[src/include/dce_pkg.sv]
// package of constants and carriers for the dma channel event and crc control block
`default_nettype none

package dce_pkg;

    // ************************************************************
    // register byte offsets
    // ************************************************************
    localparam logic [7:0] OFS_CRC_CTRL  = 8'h00;
    localparam logic [7:0] OFS_IRQ_STAT  = 8'h04;
    localparam logic [7:0] OFS_IRQ_CLR   = 8'h08;
    localparam logic [7:0] OFS_IRQ_EN    = 8'h0c;
    localparam logic [7:0] OFS_CHAN_EN   = 8'h10;
    localparam logic [7:0] OFS_CHAN_BUSY = 8'h14;
    localparam logic [7:0] OFS_ECR_BASE  = 8'h40;

    // ************************************************************
    // channel event control fields
    // ************************************************************
    localparam int unsigned ECR_ABORT_SEL_LSB = 16;
    localparam int unsigned ECR_START_SEL_LSB = 8;
    localparam int unsigned ECR_FORCE_BIT     = 7;
    localparam int unsigned ECR_SWABORT_BIT   = 6;
    localparam int unsigned ECR_PAT_EN_BIT    = 5;
    localparam int unsigned ECR_SIRQ_EN_BIT   = 4;
    localparam int unsigned ECR_AIRQ_EN_BIT   = 3;
    localparam logic [7:0]  ECR_SEL_RESET     = 8'hff;

    // ************************************************************
    // crc control fields
    // ************************************************************
    localparam int unsigned CRC_BYTE_ORDER_BIT = 7;
    localparam int unsigned CRC_APPEND_BIT     = 6;
    localparam int unsigned CRC_TYPE_BIT       = 5;
    localparam int unsigned CRC_CHAN_LSB       = 0;
    localparam int unsigned CRC_CHAN_W         = 3;

    // ************************************************************
    // carriers
    // ************************************************************
    typedef struct packed {
        logic [7:0] abort_irq_select;
        logic [7:0] start_irq_select;
        logic       pattern_abort_enable;
        logic       start_irq_enable;
        logic       abort_irq_enable;
    } dce_ecr_type;

    typedef struct packed {
        logic       byte_order_option;
        logic       crc_append_mode;
        logic       crc_type_select;
        logic [2:0] crc_channel_select;
    } dce_crc_type;

    localparam dce_ecr_type ECR_RESET = '{ECR_SEL_RESET, ECR_SEL_RESET, 1'b0, 1'b0, 1'b0};
    localparam dce_crc_type CRC_RESET = '{1'b0, 1'b0, 1'b0, 3'h0};

endpackage

`default_nettype wire

[src/logic/dce_event_ctrl.sv]
// dma channel trigger, abort and crc attachment control with wishbone register access
`default_nettype none

module dce_event_ctrl #(
    parameter int unsigned NUM_CH = 8
) (
    input  wire  logic                 clk_sys_i,
    input  wire  logic                 resetn_i,
    input  wire  logic                 wb_cyc_i,
    input  wire  logic                 wb_stb_i,
    input  wire  logic                 wb_we_i,
    input  wire  logic [7:0]           wb_adr_i,
    input  wire  logic [3:0]           wb_sel_i,
    input  wire  logic [31:0]          wb_dat_i,
    output logic       [31:0]          wb_dat_o,
    output logic                       wb_ack_o,
    input  wire  logic                 irq_valid_i,
    input  wire  logic [7:0]           irq_num_i,
    input  wire  logic [NUM_CH-1:0]    pattern_match_i,
    input  wire  logic [NUM_CH-1:0]    block_done_i,
    input  wire  logic                 src_valid_i,
    input  wire  logic [2:0]           src_chan_i,
    input  wire  logic [31:0]          src_data_i,
    input  wire  logic                 src_aligned_i,
    input  wire  logic [31:0]          crc_result_i,
    input  wire  logic [31:0]          dest_start_addr_i,
    output logic       [NUM_CH-1:0]    start_o,
    output logic       [NUM_CH-1:0]    abort_o,
    output logic       [NUM_CH-1:0]    channel_enable_o,
    output logic       [NUM_CH-1:0]    busy_o,
    output logic                       crc_valid_o,
    output logic       [31:0]          crc_data_o,
    output logic                       crc_type_o,
    output logic                       dst_valid_o,
    output logic       [31:0]          dst_data_o,
    output logic                       dst_at_start_o,
    output logic       [31:0]          dst_addr_o,
    output logic                       unaligned_err_o,
    output logic                       irq_o
);

    // ************************************************************
    // elaboration check
    // ************************************************************
    if (NUM_CH < 1 || NUM_CH > 8) begin : g_bad_num_ch
        $error("NUM_CH must be 1 to 8");
    end

    localparam int unsigned SW = 2 * NUM_CH;

    // ************************************************************
    // helpers
    // ************************************************************
    function automatic logic [31:0] lane_merge(input logic [31:0] old_v, input logic [31:0] new_v,
                                               input logic [3:0] sel);
        logic [31:0] res;
        res = old_v;
        for (int b = 0; b < 4; b++) begin
            if (sel[b]) begin
                res[8*b +: 8] = new_v[8*b +: 8];
            end
        end
        return res;
    endfunction

    function automatic logic [31:0] ecr_word(input dce_pkg::dce_ecr_type e);
        logic [31:0] w;
        w = 32'h0000_0000;
        w[dce_pkg::ECR_ABORT_SEL_LSB +: 8]  = e.abort_irq_select;
        w[dce_pkg::ECR_START_SEL_LSB +: 8]  = e.start_irq_select;
        w[dce_pkg::ECR_PAT_EN_BIT]          = e.pattern_abort_enable;
        w[dce_pkg::ECR_SIRQ_EN_BIT]         = e.start_irq_enable;
        w[dce_pkg::ECR_AIRQ_EN_BIT]         = e.abort_irq_enable;
        return w;
    endfunction

    function automatic logic [31:0] crc_word(input dce_pkg::dce_crc_type c);
        logic [31:0] w;
        w = 32'h0000_0000;
        w[dce_pkg::CRC_BYTE_ORDER_BIT]                        = c.byte_order_option;
        w[dce_pkg::CRC_APPEND_BIT]                            = c.crc_append_mode;
        w[dce_pkg::CRC_TYPE_BIT]                              = c.crc_type_select;
        w[dce_pkg::CRC_CHAN_LSB +: dce_pkg::CRC_CHAN_W]       = c.crc_channel_select;
        return w;
    endfunction

    function automatic logic [31:0] swap_bytes(input logic [31:0] d);
        return {d[7:0], d[15:8], d[23:16], d[31:24]};
    endfunction

    // ************************************************************
    // bus decode
    // ************************************************************
    logic                        ack_r;
    logic [31:0]                 rdata_r;
    dce_pkg::dce_ecr_type        ecr_r [NUM_CH];
    dce_pkg::dce_crc_type        crc_r;
    logic [NUM_CH-1:0]           chan_en_r;
    logic [NUM_CH-1:0]           busy_r;
    logic [SW-1:0]               stat_r;
    logic [SW-1:0]               irq_en_r;

    wire        bus_go     = wb_cyc_i & wb_stb_i & ~ack_r;
    wire        wr_go      = bus_go & wb_we_i;
    wire        hit_crc    = (wb_adr_i == dce_pkg::OFS_CRC_CTRL);
    wire        hit_stat   = (wb_adr_i == dce_pkg::OFS_IRQ_STAT);
    wire        hit_clr    = (wb_adr_i == dce_pkg::OFS_IRQ_CLR);
    wire        hit_en     = (wb_adr_i == dce_pkg::OFS_IRQ_EN);
    wire        hit_channel_enable   = (wb_adr_i == dce_pkg::OFS_CHAN_EN);
    wire        hit_busy   = (wb_adr_i == dce_pkg::OFS_CHAN_BUSY);
    wire        hit_ecr    = (wb_adr_i[7:5] == dce_pkg::OFS_ECR_BASE[7:5]) && (32'(wb_adr_i[4:2]) < NUM_CH);
    wire [2:0]  ecr_idx    = wb_adr_i[4:2];

    // ************************************************************
    // read data selection
    // ************************************************************
    logic [31:0] rd_mux;
    always_comb begin
        rd_mux = 32'h0000_0000;
        if (hit_crc) begin
            rd_mux = crc_word(crc_r);
        end else if (hit_stat) begin
            rd_mux[SW-1:0] = stat_r;
        end else if (hit_en) begin
            rd_mux[SW-1:0] = irq_en_r;
        end else if (hit_channel_enable) begin
            rd_mux[NUM_CH-1:0] = chan_en_r;
        end else if (hit_busy) begin
            rd_mux[NUM_CH-1:0] = busy_r;
        end else if (hit_ecr) begin
            rd_mux = ecr_word(ecr_r[ecr_idx]);
        end
    end

    always_ff @(posedge clk_sys_i or negedge resetn_i) begin
        if (!resetn_i) begin
            ack_r   <= 1'b0;
            rdata_r <= 32'h0000_0000;
        end else begin
            ack_r   <= bus_go;
            rdata_r <= bus_go ? rd_mux : 32'h0000_0000;
        end
    end

    // ************************************************************
    // crc control register
    // ************************************************************
    wire [31:0]           crc_wr_word = lane_merge(crc_word(crc_r), wb_dat_i, wb_sel_i);
    dce_pkg::dce_crc_type crc_nxt;
    always_comb begin
        crc_nxt = crc_r;
        if (wr_go && hit_crc) begin
            crc_nxt.byte_order_option  = crc_wr_word[dce_pkg::CRC_BYTE_ORDER_BIT];
            crc_nxt.crc_type_select    = crc_wr_word[dce_pkg::CRC_TYPE_BIT];
            crc_nxt.crc_channel_select = crc_wr_word[dce_pkg::CRC_CHAN_LSB +: dce_pkg::CRC_CHAN_W];
            crc_nxt.crc_append_mode    = crc_wr_word[dce_pkg::CRC_APPEND_BIT]
                                         & ~crc_wr_word[dce_pkg::CRC_BYTE_ORDER_BIT];
        end
    end

    always_ff @(posedge clk_sys_i or negedge resetn_i) begin
        if (!resetn_i) begin
            crc_r <= dce_pkg::CRC_RESET;
        end else begin
            crc_r <= crc_nxt;
        end
    end

    // ************************************************************
    // per-channel trigger logic
    // ************************************************************
    wire [31:0]        ecr_wr_raw = wb_dat_i;
    logic [NUM_CH-1:0] start_go;
    logic [NUM_CH-1:0] abort_go;
    logic [NUM_CH-1:0] channel_enable_wr_val;
    wire               channel_enable_wr = wr_go & hit_channel_enable;
    wire  [31:0]       channel_enable_word = lane_merge({{(32-NUM_CH){1'b0}}, chan_en_r}, wb_dat_i, wb_sel_i);
    assign channel_enable_wr_val = channel_enable_word[NUM_CH-1:0];

    for (genvar ch = 0; ch < NUM_CH; ch++) begin : g_chan
        wire         ecr_wr    = wr_go && hit_ecr && (32'(ecr_idx) == ch);
        wire [31:0]  ecr_merge = lane_merge(ecr_word(ecr_r[ch]), ecr_wr_raw, wb_sel_i);
        wire         force_hit = ecr_wr & wb_sel_i[0] & ecr_wr_raw[dce_pkg::ECR_FORCE_BIT];
        wire         swab_hit  = ecr_wr & wb_sel_i[0] & ecr_wr_raw[dce_pkg::ECR_SWABORT_BIT];
        wire         irq_start = irq_valid_i && ecr_r[ch].start_irq_enable
                                 && (irq_num_i == ecr_r[ch].start_irq_select);
        wire         irq_abort = irq_valid_i && ecr_r[ch].abort_irq_enable
                                 && (irq_num_i == ecr_r[ch].abort_irq_select);
        wire         pat_abort = ecr_r[ch].pattern_abort_enable & pattern_match_i[ch];
        wire         en_now    = channel_enable_wr ? channel_enable_wr_val[ch] : chan_en_r[ch];

        assign abort_go[ch] = swab_hit | irq_abort | pat_abort;
        assign start_go[ch] = en_now & (force_hit | irq_start) & ~abort_go[ch];

        always_ff @(posedge clk_sys_i or negedge resetn_i) begin
            if (!resetn_i) begin
                ecr_r[ch] <= dce_pkg::ECR_RESET;
            end else if (ecr_wr) begin
                ecr_r[ch].abort_irq_select     <= ecr_merge[dce_pkg::ECR_ABORT_SEL_LSB +: 8];
                ecr_r[ch].start_irq_select     <= ecr_merge[dce_pkg::ECR_START_SEL_LSB +: 8];
                ecr_r[ch].pattern_abort_enable <= ecr_merge[dce_pkg::ECR_PAT_EN_BIT];
                ecr_r[ch].start_irq_enable     <= ecr_merge[dce_pkg::ECR_SIRQ_EN_BIT];
                ecr_r[ch].abort_irq_enable     <= ecr_merge[dce_pkg::ECR_AIRQ_EN_BIT];
            end
        end

        always_ff @(posedge clk_sys_i or negedge resetn_i) begin
            if (!resetn_i) begin
                chan_en_r[ch] <= 1'b0;
            end else if (pat_abort) begin
                chan_en_r[ch] <= 1'b0;
            end else if (channel_enable_wr) begin
                chan_en_r[ch] <= channel_enable_wr_val[ch];
            end
        end

        always_ff @(posedge clk_sys_i or negedge resetn_i) begin
            if (!resetn_i) begin
                busy_r[ch] <= 1'b0;
            end else if (abort_go[ch]) begin
                busy_r[ch] <= 1'b0;
            end else if (start_go[ch]) begin
                busy_r[ch] <= 1'b1;
            end else if (block_done_i[ch]) begin
                busy_r[ch] <= 1'b0;
            end
        end
    end

    // ************************************************************
    // interrupt status, clear and enable
    // ************************************************************
    logic [NUM_CH-1:0] abort_flag_set;
    assign abort_flag_set = abort_go & (busy_r | start_go);

    wire [SW-1:0]  stat_set  = {block_done_i & busy_r, abort_flag_set};
    wire [31:0]    clr_word  = lane_merge(32'h0000_0000, wb_dat_i, wb_sel_i);
    wire [SW-1:0]  stat_clr  = (wr_go && hit_clr) ? clr_word[SW-1:0] : {SW{1'b0}};
    wire [SW-1:0]  stat_nxt  = (stat_r & ~stat_clr) | stat_set;
    wire [31:0]    en_word   = lane_merge({{(32-SW){1'b0}}, irq_en_r}, wb_dat_i, wb_sel_i);
    wire [SW-1:0]  en_nxt    = (wr_go && hit_en) ? en_word[SW-1:0] : irq_en_r;

    logic irq_r;
    always_ff @(posedge clk_sys_i or negedge resetn_i) begin
        if (!resetn_i) begin
            stat_r   <= {SW{1'b0}};
            irq_en_r <= {SW{1'b0}};
            irq_r    <= 1'b0;
        end else begin
            stat_r   <= stat_nxt;
            irq_en_r <= en_nxt;
            irq_r    <= |(stat_nxt & en_nxt);
        end
    end

    // ************************************************************
    // crc data path
    // ************************************************************
    wire       crc_chan_hit = src_valid_i && (src_chan_i == crc_r.crc_channel_select);
    wire       append_done  = crc_r.crc_append_mode && (32'(crc_r.crc_channel_select) < NUM_CH)
                              && block_done_i[crc_r.crc_channel_select];
    wire       unaligned    = crc_chan_hit & crc_r.byte_order_option & ~src_aligned_i;
    wire       pass_dst     = src_valid_i & ~unaligned & ~(crc_chan_hit & crc_r.crc_append_mode);
    wire [31:0] pass_data   = (crc_chan_hit && crc_r.byte_order_option) ? swap_bytes(src_data_i)
                                                                        : src_data_i;

    logic        crc_valid_r;
    logic [31:0] crc_data_r;
    logic        dst_valid_r;
    logic [31:0] dst_data_r;
    logic        dst_start_r;
    logic [31:0] dst_addr_r;
    logic        unal_r;
    logic [NUM_CH-1:0] start_r;
    logic [NUM_CH-1:0] abort_r;

    always_ff @(posedge clk_sys_i or negedge resetn_i) begin
        if (!resetn_i) begin
            crc_valid_r <= 1'b0;
            crc_data_r  <= 32'h0000_0000;
            unal_r      <= 1'b0;
            start_r     <= {NUM_CH{1'b0}};
            abort_r     <= {NUM_CH{1'b0}};
        end else begin
            crc_valid_r <= crc_chan_hit & ~unaligned;
            crc_data_r  <= src_data_i;
            unal_r      <= unaligned;
            start_r     <= start_go;
            abort_r     <= abort_go;
        end
    end

    always_ff @(posedge clk_sys_i or negedge resetn_i) begin
        if (!resetn_i) begin
            dst_valid_r <= 1'b0;
            dst_data_r  <= 32'h0000_0000;
            dst_start_r <= 1'b0;
            dst_addr_r  <= 32'h0000_0000;
        end else if (append_done) begin
            dst_valid_r <= 1'b1;
            dst_data_r  <= crc_result_i;
            dst_start_r <= 1'b1;
            dst_addr_r  <= dest_start_addr_i;
        end else begin
            dst_valid_r <= pass_dst;
            dst_data_r  <= pass_data;
            dst_start_r <= 1'b0;
            dst_addr_r  <= 32'h0000_0000;
        end
    end

    // ************************************************************
    // outputs
    // ************************************************************
    assign wb_ack_o         = ack_r;
    assign wb_dat_o         = rdata_r;
    assign start_o          = start_r;
    assign abort_o          = abort_r;
    assign channel_enable_o = chan_en_r;
    assign busy_o           = busy_r;
    assign crc_valid_o      = crc_valid_r;
    assign crc_data_o       = crc_data_r;
    assign crc_type_o       = crc_r.crc_type_select;
    assign dst_valid_o      = dst_valid_r;
    assign dst_data_o       = dst_data_r;
    assign dst_at_start_o   = dst_start_r;
    assign dst_addr_o       = dst_addr_r;
    assign unaligned_err_o  = unal_r;
    assign irq_o            = irq_r;

endmodule // dce_event_ctrl

`default_nettype wire

[config.mk]
export PLATFORM = sky130hd
export DESIGN_NAME = dce_event_ctrl
export DESIGN_NICKNAME = d
export VERILOG_FILES = /design/src/include/dce_pkg.sv /design/src/logic/dce_event_ctrl.sv
export SDC_FILE = /design/constraint.sdc
export NUM_CORES = 1
export LEC_CHECK = 0
export BUFFER_PORTS_ARGS = -buffer_cell sky130_fd_sc_hd__buf_2
export CAP_MARGIN = 40
export CORE_ASPECT_RATIO = 0.5
export CORE_MARGIN = 4
export CORE_UTILIZATION = 30
export CTS_CLUSTER_SIZE = 16
export DETAILED_ROUTE_END_ITERATION = 10
export SKIP_LAST_GASP = 1
export SLEW_MARGIN = 10
export SYNTH_ARGS = -nofsm -noshare
export SYNTH_HDL_FRONTEND = slang
export SYNTH_SLANG_ARGS = --single-unit
[constraint.sdc]
create_clock -name clk_sys_i -period 2.6 [get_ports clk_sys_i]
set_input_delay 0.26 -clock clk_sys_i [delete_from_list [all_inputs] [get_ports clk_sys_i]]
set_output_delay 0.26 -clock clk_sys_i [all_outputs]
set_load 0.01 [all_outputs]
==> impl_metrics.ini <==
[grt]
grt_pass1_wl_um = 79000
grt_antenna_before_repair = 5
grt_util_all_layers_pct = 17.8
first_global_vias = 12900
overflow = 0
grt_max_degree = 71

[sta]
fin_crit_ns = 2.40
max_freq_mhz = 416
setup-tns-final_ns = 0
rsz0062_at_grt = false
fin_crit_sh_pct = 92.3
final_max_slew_viol_count = 0
worst_pin_slew_ns = 0.637
hold_viol_final = 0
skew_ns = 0.0197
setup_violations = 0
max_slew_margin_pct = 57.2

[clock_network]
cts-buffers-inserted = 37
clock_latency_ns = 0.54
cts_root_buffer = clkbuf_16
cts.sink_count = 348
cts-resized-gates = 0
hold_buffers = 106
h-tree-depth = 2
cts_setup_buffers = 0
clkTransAtPathRegs_ns = 0.07
cts_tree = done
clock_path_buffers = 3

[synthesis]
ys_warn_count = 0
async_reset_ff_share_pct = 100
synth_seq_cells = 348
synthSimpleGateAreaFrac_pct = 8.95
synth_edf_count = 0
ys.flop_type = dfrtp_1
synth_fa_ha_area_share_pct = 0
syn_area_mm2 = 0.0162
synth-compound-area-share_pct = 5.48
synthCells = 1255
ys_types = 58
avgSynthCellArea_um2 = 12.9
synth-xor-area-share_pct = 7.08
yosysSeqAreaShare_pct = 54.7
synth_top_family_by_area = multiplexers
synth_mux_area_share_pct = 21.5

[cells_and_area]
layout-drive-gt1-share_pct = 47.1
final_nets = 1900
syn2layout_area_growth_pct = 32.7
n_fill_cell = 4965

[power]
p_int_mw = 9.74
power_leakage_nw = 10.3
p_total_mw = 12.7
swShare_pct = 23.2
vdd.ir_drop.worst_uv = 417
pwr-share-clk_pct = 46.8
pwr_density_cell_mw_per_mm2 = 589
power_frac_comb_pct = 8.7
p_seq_share_pct = 44.5
netSwitchingPower_mw = 2.94

[drt]
vias = 12200
drc = 0
drt_iter0_drc = 1031
postRouteAntennaNets = 0
firstDrtPassIters = 7
detail_route.vias_per_cell = 4.97
wl_per_cell_um = 21.6
wl_um = 53200

[run]
maxCapViolCount = 0

[floorplan]
dieArea_mm2 = 0.0581
die_w_um = 337
ios = 342
start_util_pct = 30.8
std_cell_rows = 59
die_h_um = 172
core_mm2 = 0.0527

[worst_setup_path]
crit_start = wb_ack_o
crit_type = flop to flop
timing.rr.start = wb_ack_o
cp-end-kind = flop
crit_required_ns = 3.00
critPathArrivalTime_ns = 2.80
crit_path_start_kind = flop
critical_path.max_fanout = 4

[run_status]
status = finished, final reports clean

[hold_path]
hp-start = wb_dat_i[1]
hp-class = input port to flop

[place]
gp_congestion = 0.887
dpl.hpwl_um = 39200
io_buffers = 324
-- final timing paths --
path                       depth (start not counted)                   to  slack (ns)
max                                                7                irq_o        0.20
min                                                2             crc_r[1]        0.04
max reg2reg                                        7                irq_o        0.20
min reg2reg                                        1  channel_enable_o[6]        0.52
max in group asynchronous                          3            ecr_r[27]        1.52
min in group asynchronous                          2         wb_dat_o[19]        0.27
-- power by group through the flow --
stage	clock network, mW	registers (mW)	logic (mW)
after floorplan	0	5.74	0.408
after global placement	0	5.73	0.967
after detailed placement	0	5.73	0.974
after CTS	6.09	5.64	1.11
after global routing	6.31	5.65	1.19
final	5.94	5.64	1.10
-- Yosys cell counts, types with 18 or more instances --
library cell | n | area, um2
nand2_1 | 97 | 364
xor2_1 | 82 | 718
a21oi_1 | 18 | 90.1
nor4_1 | 21 | 131
mux2_2 | 179 | 2020
buf_1 | 23 | 86.3
dfrtp_1 | 220 | 5510
and3_1 | 38 | 238
clkbuf_1 | 44 | 165
nand4_1 | 19 | 119
xnor2_1 | 49 | 429
nor2_1 | 37 | 139
mux2i_1 | 55 | 551
o21ai_0 | 37 | 185
dfstp_2 | 128 | 3360
mux4_2 | 40 | 901
-- per-layer routing --
metal | global-route usage, % | vias up | wire, um
li1 | - | 5478 | -
met1 | 21.8 | 6239 | 21500
met2 | 31.8 | 387 | 27200
met3 | 2.91 | 107 | 2620
met4 | 6.74 | 0 | 1840
met5 | 0 | - | 0
-- area by class of cell --
type	instances	area, um2	share of cell area, %
repair buffers	503	3340	15.5
inverters	10	37.5	0.174
flip-flops and latches	348	8870	41.2
multi-input cells	825	7010	32.6
clock buffers	52	1100	5.13
diodes	4	10.0	0.0465
clock inverters	16	268	1.24
well taps	701	877	4.08
-- placed cells by master (no fill, tap or decap), types with 18 or more instances in the layout --
master / n
nor4_1: 20
mux2_2: 179
and3_1: 38
buf_4: 66
clkbuf_16: 39
dlygate4sd3_1: 106
a21oi_1: 18
buf_2: 322
o21ai_0: 37
xnor2_1: 49
xor2_1: 82
dfstp_2: 128
nand4_1: 19
mux2i_1: 55
nand2_1: 96
nor2_1: 37
dfrtp_1: 220
mux4_2: 40
-- state kept, by name, summed over array words and instances (netlist names), 5 cells and up --
name / count
abort_o: 8
busy_o: 8
channel_enable_o: 8
crc_data_o: 32
crc_r: 5
dst_addr_o: 32
dst_data_o: 32
ecr_r: 152
irq_en_r: 16
start_o: 8
stat_r: 16
wb_dat_o: 24
-- logic make-up after synthesis --
group / Yosys count
compound gates: 128
xor+xnor: 131
buf+inv: 89
other cells: 1
mux: 275
flops: 348
simple gates: 283
-- per-stage QoR --
step                      hold WS (ns)  setup WS (ns)  std cells  cell area [um2]  util, %
after floorplan                -0.0356         0.0982       1262            16200        -
after global placement           0.251        -0.0607       2281            19100     36.2
after detailed placement         0.257        -0.0934       2281            19100     36.2
after CTS                       0.0132          0.177       2455            21500     40.8
after global routing            0.0320        0.00779       2459            21500     40.8
final                           0.0437          0.199       2459            21500     40.8
-- critical path, cell delays in order (launching register included) --
cell,delay (ns)
dfrtp_1,0.39
nand4b_1,0.19
buf_4,0.18
or4_4,0.49
mux2_4,0.33
a32o_1,0.27
nor4_2,0.30
nand4_1,0.12
Note: power is estimated with default switching activity, not from simulation.
